[src/rtl/fspd_pkg.sv]
package fspd_pkg;
    localparam int CLK_NS = 5;
    localparam int UNIT_1US_NS = 1000;
    localparam int UNIT_64US_NS = 64000;
    localparam logic [4:0] ERS_SUS_CNT = 5'b10101;
    localparam logic [3:0] ERS_GAP_CNT = 4'b1111;
    localparam logic [4:0] PD_REL_CNT = 5'b00010;
    localparam int ERS_SUS_LAT_NS = (int'(ERS_SUS_CNT) + 1) * UNIT_1US_NS;
    localparam int ERS_SUS_LAT_CYC = ERS_SUS_LAT_NS / CLK_NS;
    localparam int ERS_GAP_NS = (int'(ERS_GAP_CNT) + 1) * UNIT_64US_NS;
    localparam int ERS_GAP_CYC = (ERS_GAP_NS + CLK_NS - 1) / CLK_NS;
    localparam int PD_REL_NS = (int'(PD_REL_CNT) + 1) * UNIT_1US_NS;
    localparam int PD_REL_CYC = PD_REL_NS / CLK_NS;
    localparam int SCK_HALF_NS = 20;
    localparam int SCK_HALF_CYC = (SCK_HALF_NS / CLK_NS < 1) ? 1 : SCK_HALF_NS / CLK_NS;
    localparam logic [7:0] OP_SUSPEND = 8'h75;
    localparam logic [7:0] OP_RESUME = 8'h7a;
    localparam logic [7:0] OP_RD_STATUS = 8'h05;
    localparam logic [7:0] OP_PD_RELEASE = 8'hab;
    localparam logic [7:0] OP_PD_ENTER = 8'hb9;
    localparam logic [7:0] OP_QPI_ENTER = 8'h38;
    localparam logic [7:0] OP_QPI_EXIT = 8'hff;
    localparam logic [7:0] OP_RST_EN = 8'h66;
    localparam logic [7:0] OP_RST = 8'h99;
    localparam logic [7:0] OP_QREAD = 8'heb;
    localparam logic [7:0] MODE_CONT = 8'ha5;
    localparam logic [7:0] MODE_END = 8'h00;
    localparam logic [3:0] OP_CLK_1 = 4'h8;
    localparam logic [3:0] OP_CLK_4 = 4'h2;
    localparam logic [3:0] AM_CLK = 4'h8;
    localparam logic [3:0] DUM_CLK = 4'h4;
    localparam logic [3:0] RD_CLK_1 = 4'h8;
    localparam logic [3:0] RD_CLK_4 = 4'h2;
    localparam logic [3:0] FX_CLK_3B = 4'h8;
    localparam logic [3:0] FX_CLK_4B = 4'ha;
    localparam logic [3:0] OE_NONE = 4'hf;
    localparam logic [3:0] OE_IO0 = 4'he;
    localparam logic [3:0] OE_ALL = 4'h0;
    localparam int WIP_BIT = 0;
    localparam int SO_LANE = 1;

    typedef enum logic [3:0] {
        CMD_PGM_SUS, CMD_PGM_RES, CMD_ERS_SUS, CMD_ERS_RES, CMD_POLL, CMD_DPD_ENTER,
        CMD_DPD_REL, CMD_QPI_ENTER, CMD_QPI_EXIT, CMD_QPI_RESET, CMD_QREAD, CMD_CRM_EXIT
    } fspd_cmd_t;

    typedef enum logic [2:0] {
        ST_IDLE, ST_OP, ST_AM, ST_DUM, ST_RD, ST_FX, ST_GAP, ST_WAIT
    } fspd_st_t;

    typedef struct packed {
        fspd_cmd_t op;
        logic [23:0] addr;
        logic keep;
        logic addr4;
    } fspd_req_t;

    typedef struct packed {
        logic refused;
        logic write_in_progress_flag;
        logic [7:0] data;
    } fspd_rsp_t;
endpackage
[src/rtl/fspd_ctrl.sv]
`timescale 1ns/10ps
module fspd_ctrl
    import fspd_pkg::*;
#(
    parameter int unsigned ERS_SUS_WAIT_CYC = ERS_SUS_LAT_CYC,
    parameter int unsigned ERS_GAP_WAIT_CYC = ERS_GAP_CYC
)
(
    input wire logic i_clk_sys,
    input wire logic i_nrst,
    input wire logic i_req_valid,
    input wire fspd_req_t i_req,
    input wire logic i_quad_en,
    input wire logic [3:0] i_io,
    output logic o_req_ready,
    output logic o_done,
    output fspd_rsp_t o_rsp,
    output logic o_sck,
    output logic o_cs_n,
    output logic [3:0] o_io,
    output logic [3:0] o_io_oe_n,
    output logic o_qpi,
    output logic o_crm,
    output logic o_dpd,
    output logic o_ers_blk
);

    localparam logic [7:0] DIV_TOP = 8'(SCK_HALF_CYC - 1);

    fspd_st_t st;
    fspd_st_t next_st;
    fspd_req_t cur;
    logic [31:0] sr;
    logic [31:0] next_sr;
    logic [3:0] cnt;
    logic [3:0] next_cnt;
    logic [7:0] div;
    logic pend_rst;
    logic [31:0] wait_cnt;
    logic [31:0] gap_cnt;
    logic [3:0] io_m;
    logic [3:0] io_s;

    function automatic logic [7:0] opcode_of(input fspd_cmd_t c);
        unique case (c)
            CMD_PGM_SUS: opcode_of = OP_SUSPEND;
            CMD_ERS_SUS: opcode_of = OP_SUSPEND;
            CMD_PGM_RES: opcode_of = OP_RESUME;
            CMD_ERS_RES: opcode_of = OP_RESUME;
            CMD_POLL: opcode_of = OP_RD_STATUS;
            CMD_DPD_ENTER: opcode_of = OP_PD_ENTER;
            CMD_DPD_REL: opcode_of = OP_PD_RELEASE;
            CMD_QPI_ENTER: opcode_of = OP_QPI_ENTER;
            CMD_QPI_EXIT: opcode_of = OP_QPI_EXIT;
            CMD_QPI_RESET: opcode_of = OP_RST_EN;
            CMD_QREAD: opcode_of = OP_QREAD;
            default: opcode_of = OP_QPI_EXIT;
        endcase
    endfunction

    function automatic logic quad_of(input fspd_st_t p, input fspd_cmd_t c, input logic q);
        unique case (p)
            ST_OP: quad_of = q;
            ST_RD: quad_of = q || (c == CMD_QREAD);
            ST_AM, ST_DUM, ST_FX: quad_of = 1'b1;
            default: quad_of = 1'b0;
        endcase
    endfunction

    function automatic logic [3:0] clks_of(input fspd_st_t p, input logic q, input logic a4);
        unique case (p)
            ST_OP: clks_of = q ? OP_CLK_4 : OP_CLK_1;
            ST_AM: clks_of = AM_CLK;
            ST_DUM: clks_of = DUM_CLK;
            ST_RD: clks_of = q ? RD_CLK_4 : RD_CLK_1;
            ST_FX: clks_of = a4 ? FX_CLK_4B : FX_CLK_3B;
            default: clks_of = 4'h0;
        endcase
    endfunction

    function automatic logic [31:0] load_of(input fspd_st_t p, input fspd_req_t r);
        unique case (p)
            ST_OP: load_of = {opcode_of(r.op), 24'h0};
            ST_AM: load_of = {r.addr, r.keep ? MODE_CONT : MODE_END};
            ST_FX: load_of = '1;
            default: load_of = 32'h0;
        endcase
    endfunction

    wire fspd_cmd_t act_op = (st == ST_IDLE) ? i_req.op : cur.op;
    wire shifting = (st == ST_OP) || (st == ST_AM) || (st == ST_DUM) || (st == ST_RD) ||
        (st == ST_FX);
    wire half_en = (div == DIV_TOP);
    wire rise = half_en && !o_sck && shifting;
    wire fall = half_en && o_sck && shifting;
    wire last = fall && (cnt == 4'h1);
    wire quad = quad_of(st, cur.op, o_qpi);
    wire accept = (st == ST_IDLE) && i_req_valid;
    wire q_en_req = (i_req.op == CMD_QPI_ENTER) || (i_req.op == CMD_QREAD);
    wire crm_ok = (i_req.op == CMD_QREAD) || (i_req.op == CMD_CRM_EXIT);
    // Device ignores these anyway; refusing keeps host state honest
    wire refuse = (o_dpd && (i_req.op != CMD_DPD_REL))
        || (o_crm && !crm_ok)
        || ((i_req.op == CMD_ERS_SUS) && (gap_cnt != 32'h0))
        || (!i_quad_en && q_en_req);
    wire fspd_st_t start_ph = (i_req.op == CMD_CRM_EXIT) ? ST_FX :
        ((i_req.op == CMD_QREAD) && o_crm) ? ST_AM : ST_OP;
    wire fspd_st_t ph_after = (st == ST_OP) ?
        ((cur.op == CMD_QREAD) ? ST_AM : (cur.op == CMD_POLL) ? ST_RD : ST_GAP) :
        (st == ST_AM) ? ST_DUM : (st == ST_DUM) ? ST_RD : ST_GAP;
    wire frame_end = (st == ST_GAP) && half_en && !pend_rst;
    wire [31:0] wait_load = (cur.op == CMD_ERS_SUS) ? ERS_SUS_WAIT_CYC :
        (cur.op == CMD_DPD_REL) ? 32'(PD_REL_CYC) : 32'h0;
    wire next_q = quad_of(next_st, act_op, o_qpi);
    wire drive = (next_st == ST_OP) || (next_st == ST_AM) || (next_st == ST_FX);
    wire next_shift = drive || (next_st == ST_DUM) || (next_st == ST_RD);

    always_comb
    begin
        next_st = st;
        next_sr = sr;
        next_cnt = cnt;
        unique case (st)
            ST_IDLE:
            begin
                if (accept && !refuse)
                begin
                    next_st = start_ph;
                    next_sr = load_of(start_ph, i_req);
                    next_cnt = clks_of(start_ph, quad_of(start_ph, i_req.op, o_qpi),
                        i_req.addr4);
                end
            end
            ST_OP, ST_AM, ST_DUM, ST_RD, ST_FX:
            begin
                if (rise && (st == ST_RD))
                begin
                    next_sr = quad ? {sr[27:0], io_s} : {sr[30:0], io_s[SO_LANE]};
                end
                if (fall)
                begin
                    if (st != ST_RD)
                    begin
                        // Forced exit keeps Fh up for 10 clocks with 4-byte addresses, 8 with 3-byte
                        next_sr = quad ? {sr[27:0], (st == ST_FX) ? 4'hf : 4'h0} :
                            {sr[30:0], 1'b0};
                    end
                    next_cnt = cnt - 4'h1;
                    if (cnt == 4'h1)
                    begin
                        next_st = ph_after;
                        if (ph_after != ST_GAP)
                        begin
                            next_sr = load_of(ph_after, cur);
                            next_cnt = clks_of(ph_after, quad_of(ph_after, cur.op, o_qpi),
                                cur.addr4);
                        end
                    end
                end
            end
            ST_GAP:
            begin
                if (half_en && pend_rst)
                begin
                    next_st = ST_OP;
                    next_sr = {OP_RST, 24'h0};
                    next_cnt = clks_of(ST_OP, o_qpi, cur.addr4);
                end
                else if (half_en)
                begin
                    next_st = (wait_load != 32'h0) ? ST_WAIT : ST_IDLE;
                end
            end
            ST_WAIT:
            begin
                if (wait_cnt == 32'h1)
                begin
                    next_st = ST_IDLE;
                end
            end
        endcase
    end

    // Pins are asynchronous to our clock
    always_ff @(posedge i_clk_sys)
    begin
        io_m <= i_io;
        io_s <= io_m;
    end

    always_ff @(posedge i_clk_sys)
    begin
        if (!i_nrst)
        begin
            st <= ST_IDLE;
            sr <= 32'h0;
            cnt <= 4'h0;
            div <= 8'h0;
        end
        else
        begin
            st <= next_st;
            sr <= next_sr;
            cnt <= next_cnt;
            div <= (half_en || !(shifting || st == ST_GAP)) ? 8'h0 : div + 8'h1;
        end
    end

    // Pin drive registered from next state to keep outputs glitch free
    always_ff @(posedge i_clk_sys)
    begin
        if (!i_nrst)
        begin
            o_sck <= 1'b0;
            o_cs_n <= 1'b1;
            o_io <= 4'h0;
            o_io_oe_n <= OE_NONE;
            o_req_ready <= 1'b0;
        end
        else
        begin
            // No rise on the edge that opens a frame, even straight out of the gap
            o_sck <= next_shift && (rise || (o_sck && !fall));
            o_cs_n <= !next_shift;
            o_io <= next_q ? next_sr[31:28] : {3'h0, next_sr[31]};
            o_io_oe_n <= !drive ? OE_NONE : next_q ? OE_ALL : OE_IO0;
            o_req_ready <= (next_st == ST_IDLE);
        end
    end

    always_ff @(posedge i_clk_sys)
    begin
        if (!i_nrst)
        begin
            cur <= '0;
            pend_rst <= 1'b0;
        end
        else if (accept && !refuse)
        begin
            cur <= i_req;
            pend_rst <= (i_req.op == CMD_QPI_RESET);
        end
        else if ((st == ST_GAP) && half_en)
        begin
            pend_rst <= 1'b0;
        end
    end

    // Mode tracking follows what the device believes after each frame
    always_ff @(posedge i_clk_sys)
    begin
        if (!i_nrst)
        begin
            o_qpi <= 1'b0;
            o_crm <= 1'b0;
            o_dpd <= 1'b0;
        end
        else if (frame_end)
        begin
            unique case (cur.op)
                CMD_QPI_ENTER: o_qpi <= 1'b1;
                CMD_QPI_EXIT: o_qpi <= 1'b0;
                CMD_QPI_RESET:
                begin
                    o_qpi <= 1'b0;
                    o_crm <= 1'b0;
                end
                CMD_DPD_ENTER: o_dpd <= 1'b1;
                CMD_DPD_REL: o_dpd <= 1'b0;
                CMD_QREAD: o_crm <= cur.keep;
                CMD_CRM_EXIT: o_crm <= 1'b0;
                default: o_dpd <= o_dpd;
            endcase
        end
    end

    always_ff @(posedge i_clk_sys)
    begin
        if (!i_nrst)
        begin
            wait_cnt <= 32'h0;
            gap_cnt <= 32'h0;
            o_ers_blk <= 1'b0;
        end
        else
        begin
            if (frame_end)
            begin
                wait_cnt <= wait_load;
            end
            else if (st == ST_WAIT)
            begin
                wait_cnt <= wait_cnt - 32'h1;
            end
            if (frame_end && (cur.op == CMD_ERS_RES))
            begin
                gap_cnt <= ERS_GAP_WAIT_CYC;
            end
            else if (gap_cnt != 32'h0)
            begin
                gap_cnt <= gap_cnt - 32'h1;
            end
            o_ers_blk <= (frame_end && (cur.op == CMD_ERS_RES)) || (gap_cnt > 32'h1);
        end
    end

    always_ff @(posedge i_clk_sys)
    begin
        if (!i_nrst)
        begin
            o_done <= 1'b0;
            o_rsp <= '0;
        end
        else
        begin
            o_done <= (accept && refuse) ||
                ((st != ST_IDLE) && (next_st == ST_IDLE));
            if (accept)
            begin
                o_rsp.refused <= refuse;
            end
            if (last && (st == ST_RD))
            begin
                o_rsp.data <= sr[7:0];
                o_rsp.write_in_progress_flag <= sr[WIP_BIT];
            end
        end
    end

endmodule // fspd_ctrl

[config.mk]
export PLATFORM = sky130hd
export DESIGN_NAME = fspd_ctrl
export DESIGN_NICKNAME = d
export VERILOG_FILES = /design/src/rtl/fspd_pkg.sv /design/src/rtl/fspd_ctrl.sv
export SDC_FILE = /design/constraint.sdc
export NUM_CORES = 1
export LEC_CHECK = 0
export BUFFER_PORTS_ARGS = -buffer_cell sky130_fd_sc_hd__buf_4
export CORE_UTILIZATION = 51
export CTS_CLUSTER_SIZE = 16
export DETAILED_ROUTE_END_ITERATION = 10
export PLACE_DENSITY = 0.66
export SKIP_LAST_GASP = 1
export SLEW_MARGIN = 20
export SYNTH_ARGS = -nofsm -noshare
export SYNTH_HDL_FRONTEND = slang
export SYNTH_SLANG_ARGS = --single-unit
[constraint.sdc]
create_clock -name i_clk_sys -period 5.8 [get_ports i_clk_sys]
set_clock_uncertainty 0.05 [all_clocks]
set_input_delay 0.29 -clock i_clk_sys [delete_from_list [all_inputs] [get_ports i_clk_sys]]
set_output_delay 0.29 -clock i_clk_sys [all_outputs]
set_load 0.01 [all_outputs]
### Yosys cells after proc, flatten, opt, wreduce, memory -nomap -nowiden

Memories as Yosys holds them, arrays and structs flattened. A register that Yosys moved wholly into a read port is not among the register bits.
Cells that the tools add are included.

| storage, ports and cells | value |
|---|---|
| register bits | 176 |
| bits in latches | 0 |
| input port bits | 38 |
| word-level logic and storage cells | 234 |
| memories kept | 2 |
| ROM bits | 256 |
| memory bits (writable) | 0 |

Memories:

| name | depth | width | read ports | clocked after Yosys merged registers in | wr ports | line | text |
|---|---|---|---|---|---|---|---|
| (name not given) | 16 | 8 | 1 | 0 | 0 | fspd_ctrl.sv:45 | `unique case (c)` |
| (name not given) | 16 | 8 | 1 | 1 | 0 | fspd_ctrl.sv:45 |  |

| operators by class | value |
|---|---|
| $add $sub $neg | 4 |
| muxes and demuxes | 69 |
| eq/ne operators | 47 |
| multipliers | 0 |
| bitwise operators | 1 |
| reduce and logical (&&, ||, !) cells | 81 |
| $lt $le $gt $ge | 1 |
| div/mod/pow operators | 0 |
| shift-type cells | 0 |

Operator list:

| operator | number |
|---|---|
| 32-bit two-way mux | 11 |
| 32-bit one-hot mux with 3 select lines | 3 |
| 32-bit nonzero test | 2 |
| 32-bit by 1-bit subtractor with 32-bit output, second input constant | 2 |
| 4-bit two-way mux | 13 |
| 18-bit two-way mux | 2 |
| 3-bit two-way mux | 11 |
| 32-bit by 1-bit == test with 1-bit output, second input constant | 1 |
| 4-bit == test, second input constant | 8 |
| 32-bit by 1-bit greater-than comparator with 1-bit output, second input constant | 1 |
| 4-bit one-hot mux with 4 select lines | 2 |
| 3-bit == test, second input constant | 10 |
| 3-bit by 2-bit == test with 1-bit output, second input constant | 8 |
| 1-bit logical AND | 22 |
| 1-bit logical OR | 21 |
| 4-bit by 3-bit == test with 1-bit output, second input constant | 5 |
| 8-bit two-way mux | 2 |
| 13-bit two-way mux | 1 |
| 3-bit by 1-bit == test with 1-bit output, second input constant | 4 |
| 4-bit by 2-bit == test with 1-bit output, second input constant | 3 |
| 1-bit one-hot mux with 3 select lines | 4 |
| 3-bit one-hot mux with 4 select lines | 1 |
| 4-bit one-hot mux with 3 select lines | 1 |
| 2-bit nonzero test | 6 |
| 22 further kinds | 59 |

### Longest topological paths before layout

| depth | value |
|---|---|
| depth after elaboration | 17 |
| gate-level depth with buffers | 12 |
| depth with buffers taken out | 10 |

### Worst setup path after synthesis

Ideal clock, no wire load.

| path | value |
|---|---|
| path type | reg-to-reg |
| from | register wait_cnt[25] |
| to | register o_io_oe_n[2] |
| data arrival time | 2.639 ns |
| setup time | 0.120 ns |
| slack | 2.991 ns |
| period minus slack after synthesis | 2.809 ns |
| path buffers | 1 |
| stages on the path, launching flop included | 10 |
| cells stage by stage | dfxtp_1 or4_4 or3_4 nor4b_4 o22ai_2 or3_1 buf_6 mux2i_4 o31ai_1 or2_1 |

| on the way | value |
|---|---|
| cells in the longest elaborated chain, start to end | 7 |

RTL lines:

| what | line | text |
|---|---|---|
| from (decl) | fspd_ctrl.sv:39 | `logic [31:0] wait_cnt;` |
| from (signal assigned) | fspd_ctrl.sv:289 | `wait_cnt <= wait_load;` |
| from (signal assigned) | fspd_ctrl.sv:293 | `wait_cnt <= wait_cnt - 32'h1;` |
| 32-bit by 1-bit == test with 1-bit output * | fspd_ctrl.sv:176 | `if (wait_cnt == 32'h1)` |
| 3-bit two-way mux * | fspd_ctrl.sv:176 |  |
| 3-bit one-hot mux with 4 select lines * | fspd_ctrl.sv:123 | `unique case (st)` |
| 3-bit by 2-bit == test with 1-bit output (tied with other cells) | fspd_ctrl.sv:62, fspd_ctrl.sv:115 |  |
| 3-bit OR reduction or 1-bit logical OR (tied branches) | fspd_ctrl.sv:62, fspd_ctrl.sv:115 |  |
| 1-bit one-hot mux with 3 select lines or 1-bit logical OR (tied branches) | fspd_ctrl.sv:62, fspd_ctrl.sv:115 |  |
| 4-bit two-way mux or 2-bit AND reduction (tied branches) | -- |  |
| to (signal assigned) | fspd_ctrl.sv:226 | `o_io_oe_n <= !drive ? OE_NONE : next_q ? OE_ALL : OE_IO0;` |
| to (decl) | fspd_ctrl.sv:21 | `output logic [3:0] o_io_oe_n,` |

Every way passes the cells marked *; elsewhere a longest branch is shown, timed or not.
A chain may end at the register's enable or synchronous reset.

### Final worst setup path

| path | value |
|---|---|
| from | register div[0] |
| to | register o_io[0] |

| on the way | value |
|---|---|
| cells in the longest elaborated chain, start to end | 11 |

RTL lines:

| what | line | text |
|---|---|---|
| from (decl) | fspd_ctrl.sv:37 | `logic [7:0] div;` |
| from (signal assigned) | fspd_ctrl.sv:205 | `div <= (half_en \|\| !(shifting \|\| st == ST_GAP)) ? 8'h0 : div + 8'h1;` |
| 8-bit by 2-bit == test with 1-bit output * | fspd_ctrl.sv:93 | `wire half_en = (div == DIV_TOP);` |
| parallel branches: the longest is 9 deep, another holds 3-bit one-hot mux with 4 select lines | -- |  |
| 1-bit two-way mux * | fspd_ctrl.sv:225 | `o_io <= next_q ? next_sr[31:28] : {3'h0, next_sr[31]};` |
| to (signal assigned) | fspd_ctrl.sv:225 |  |
| to (decl) | fspd_ctrl.sv:20 | `output logic [3:0] o_io,` |

Every way passes the cells marked *. The select of a mux whose other input is x is not followed.

==> flow_results.org <==
** Yosys
- Synthesis inferred 172 register bits.
- Share of flip-flops with an asynchronous set or reset :: 0%
- The synthesized netlist devotes 21.7% of its cell area to compound gates.
- Fraction of the mapped netlist area in simple logic gates :: about a quarter
- Share of synthesized area occupied by flip-flops and latches :: 37.3%
- In this run, synthesis inferred 0 flip-flops with an integrated enable.
- Total number of yosys warnings :: 0
- In this run the mean area of a mapped cell was 7.80 sq um.
- In this run, distinct cell masters in the synthesized netlist total between 80 and 90.
- Portion of synthesized cell area occupied by the leading cell type :: 37.3%
- Largest family of logic cells by synthesized area :: simple AND/OR/NAND/NOR gates
- Syn Std Cell Area :: 9230 sq um
- The synthesized design spends more area on one cell type than any other, namely sky130_fd_sc_hd__dfxtp_1.
- Most frequently used flop master after synthesis :: sky130_fd_sc_hd__dfxtp_1
- By area the synthesized netlist is led by sky130_fd_sc_hd__dfxtp_1 37%, sky130_fd_sc_hd__a21oi_1 7.1%, sky130_fd_sc_hd__nand2_1 6.8%, sky130_fd_sc_hd__nor2_1 6.6%, sky130_fd_sc_hd__mux2i_1 3.8%.
- After Yosys synthesis, XOR and XNOR cells account for 5.12% of the synthesized area.
- Summing the areas of all fa, ha and maj instances in the mapped netlist gives ~1.9% of the synthesized area.
- Number of standard cells after synthesis :: 1,184
- Measured against the total synthesized area, the mux share comes to 4.04%.
- Synthesis produced a netlist with a net count of 1,236.

** Floorplan
- The floorplan has 48 rows.
- The floorplan step defined a core boundary enclosing 17,500 sq um.
- Area enclosed by the die boundary :: 18,600 sq um
- The die is 137 microns wide.
- For this configuration, the core starts out at a cell density of 52.8%.
- Pin placement for this block handled 64 I/O pins.
- Die height :: ~140 microns

** Worst setup path
- Arrival time at the worst endpoint :: 3.97 ns
- Type of origin of the critical path :: register
- Along the worst path, the maximum fanout reaches 13.
- Critical path class :: reg -> reg
- Critical Path End Type :: register
- Register-to-register path setup slack :: 2.08 ns
- Required time of the critical path :: 6.06 ns

** Cells and area
- Summing all multi-input logic gate instances after layout gives approximately 5400 sq um.
- The post-route netlist has 12.0% of its cells at a drive strength greater than 1.
- Number of antenna repair diodes :: 0
- From synthesis to final layout, the design area changed by 12.8%.
- Final Cell Area :: 10,400 sq um
- After filler insertion, the fill cell instance count of the layout stands at around 1.6k.
- At the end of the flow the core is filled with cells to about three fifths.
- Sequential standard cell area :: ~3400 sq um
- Final layout net count :: roughly 1.3k

** Clock network
- Number of sinks handled by clock tree synthesis :: ~170
- TritonCTS built the clock tree.
- The H-tree generated during clock tree synthesis spans 4 levels.
- Clock-pin slew was measured on the worst setup and hold paths at 0.07 ns.
- TritonCTS created 17 clock buffers.
- Clock tree buffer depth :: 2
- At the later pin of the worst-skew pair, clock insertion delay measures 0.44 ns.
- The tree is rooted in a sky130_fd_sc_hd__clkbuf_16.

** Route
- Via Count :: 8,537
- Average wire per standard cell :: 17.0 microns
- The final layout contains routed wiring with a total length of 24,600 microns.
- Mean number of vias per cell :: 5.90
- In the routed design, unresolved DRC markers number 0.
- Starting DRC count in detailed routing :: 512
- Remaining number of nets flagged by the antenna check after routing :: 0
- For this run, the detailed router's first-pass iteration total came to 8.

** Global route
- For this run the aggregate overflow at the end of global routing stands at 0.
- The via count of the first global-routing pass came to 7,686.
- The number of antenna violations at the first check in global routing came to 0.
- Wire length of the first global-routing pass :: 39,700 microns
- Overall fraction of global-route tracks in use :: 27.2%
- Entering global routing, the biggest net connects 53 pins.

** Placement
- At the end of routability-driven placement, the weighted congestion stood at 0.860.
- Summing all placed instances gives a cell area of 9810 sq um.
- Port Buf Inserts :: 63
- After legalization and detailed placement, the total HPWL measured 16,900 microns.
- Prior to clock tree synthesis, the placed netlist has a worst setup slack of 2.13 ns.

** Pwr
- In this run the static leakage power is 3.98 nW.
- The worst-case IR drop observed on VDD is 0.281 mV.
- For this design the ratio of total power to cell area is 348 nW/um^2.

** Timing
- The worst path meets setup with between 2 and 2.5 ns of slack.
- Final hold analysis gives a worst-case slack of 0.0494 ns.
- For the pin with the worst max-slew slack, the measured transition is 0.954 ns.
- Accumulated negative setup slack :: 0 ns
- The hold violation count in the final report came to 0.
- Setup repair after global routing left no endpoint under its margin.
- Time the final worst path needs with I/O delays and setup :: 3.72 ns
- Tcrit/Tclk final :: between 60 and 70%
- Measured against its own limit, the worst slew margin works out to 36.3%.
- The number of pins with negative max-slew slack in the final report came to 0.
- Number of failing setup endpoints in the final timing report :: 0
- For this run, the top clock speed supported by timing is 0.269 GHz.

** Outcome
- The run finished with clean final reports.

** Min path
- Path type of the worst min-delay path :: in -> reg

** Job
- Count of maximum capacitance violations :: 0
## Yosys cell counts (11+ instances only)
| master | instances |
|---|---|
| sky130_fd_sc_hd__dfxtp_1 | 172 |
| sky130_fd_sc_hd__nand2_1 | 168 |
| sky130_fd_sc_hd__nor2_1 | 163 |
| sky130_fd_sc_hd__a21oi_1 | 131 |
| sky130_fd_sc_hd__clkbuf_1 | 58 |
| sky130_fd_sc_hd__o21ai_0 | 55 |
| sky130_fd_sc_hd__mux2i_1 | 35 |
| sky130_fd_sc_hd__xnor2_1 | 30 |
| sky130_fd_sc_hd__a22oi_1 | 25 |
| sky130_fd_sc_hd__nor3_1 | 25 |
| sky130_fd_sc_hd__xor2_1 | 24 |
| sky130_fd_sc_hd__nand3_1 | 23 |
| sky130_fd_sc_hd__inv_1 | 21 |
| sky130_fd_sc_hd__a221oi_1 | 19 |
| sky130_fd_sc_hd__nor4_1 | 15 |
| sky130_fd_sc_hd__ha_1 | 14 |
| sky130_fd_sc_hd__a211oi_1 | 12 |
| sky130_fd_sc_hd__buf_2 | 12 |
| sky130_fd_sc_hd__nand2b_1 | 11 |
| sky130_fd_sc_hd__or4_1 | 11 |
## critical path: stages (launching register included)
cell and delay, ns:
sky130_fd_sc_hd__dfxtp_1 0.35, sky130_fd_sc_hd__ha_1 0.27, sky130_fd_sc_hd__nor4bb_1 0.56, sky130_fd_sc_hd__nand4_1 0.59
sky130_fd_sc_hd__nor2_1 0.75, sky130_fd_sc_hd__o2bb2ai_1 0.25, sky130_fd_sc_hd__or3_1 0.32, sky130_fd_sc_hd__mux2i_4 0.12
sky130_fd_sc_hd__o311ai_2 0.19, sky130_fd_sc_hd__a2bb2oi_1 0.13
## layout make-up
class                   instances  share of cell area (%)
repair buffers                 82                    6.01
clock inverters                14                    1.31
clock buffers                  17                    4.09
well taps                     225                    2.70
inverters                      22                   0.793
multi-input cells             915                    52.0
flip-flops and latches        172                    33.1
## what timing repair did
| action | 4_1_cts | 5_1_grt |
|---|---|---|
| setup buffers | 0 | 0 |
| hold buffers | 4 | 0 |
| hold endpoints to repair | 4 | 0 |
| gates resized for setup | 0 | 0 |
| setup endpoints to repair | 0 | 0 |
## final timing paths
check             startpoint       to  cells past startpoint
setup reg to reg      div[0]  o_io[0]                      9
setup / recovery      div[0]  o_io[0]                      9
hold / removal      i_req[8]   sr[14]                      3
hold reg to reg      io_m[3]  io_s[3]                      0
## per-layer routing
metal	vias to the layer above	track usage [%]	part of all wire [%]
li1	4264	-	-
met1	4010	35.9	47
met2	228	43.9	46
met3	35	5.22	5.5
met4	0	10.1	2.0
met5	-	0	0
## kinds of logic (layout without fill, tap and decap cells)
logic type	count (synthesis)	count (layout)
xor gates and xnor gates	54	54
and+or+nand+nor	495	495
adders and majority gates	14	14
DFF	172	172
buffers and inverters	97	135
muxes	36	36
AOI/OAI and AO/OA	316	316
## metrics by stage
stage               power, mW  instances
finish                   3.63       1447
global route             3.84       1447
CTS                      3.64       1447
detailed placement       2.52       1412
global placement         2.52       1412
floorplan                2.29       1184
## placed cells by master (no fill, tap or decap), drive strengths merged, types with 4 or more instances in the layout
cell type,count
o31ai,4
buf,78
and2,7
clkinv,4
mux2i,36
nor3,28
and3,4
xor2,24
or3b,4
o211ai,6
clkinvlp,4
xnor2,30
nor4,17
nand4,7
o221ai,6
nand2b,11
or4,13
dfxtp,172
o21a,4
nor2,164
a21oi,131
nor3b,7
a221oi,19
a22oi,25
dlygate4sd3,4
or2,5
or3,13
nor4bb,4
a211oi,14
o221a,5
ha,14
o21ai,59
inv,27
nand2,168
nand3,24
a31oi,9
o2bb2ai,5
clkbuf,17
nor2b,7
## flip-flops by register name (all words and copies together), names as in the netlist, 2 cells and up
register / cells
gap_cnt: 32
cur: 29
sr: 32
cnt: 4
wait_cnt: 32
o_io: 4
io_m: 4
div: 8
o_io_oe_n: 2
io_s: 4
o_rsp: 9
st: 3
## power by group
part | internal, mW | total (mW) | switching, mW | leakage [nW]
Clock | 0.597 | 1.11 | 0.512 | 0.266
Sequential | 1.33 | 1.48 | 0.148 | 1.40
Combinational | 0.435 | 1.04 | 0.606 | 2.31
Total | 2.36 | 3.63 | 1.27 | 3.98
No activity file was read; power rests on OpenSTA's default activity.
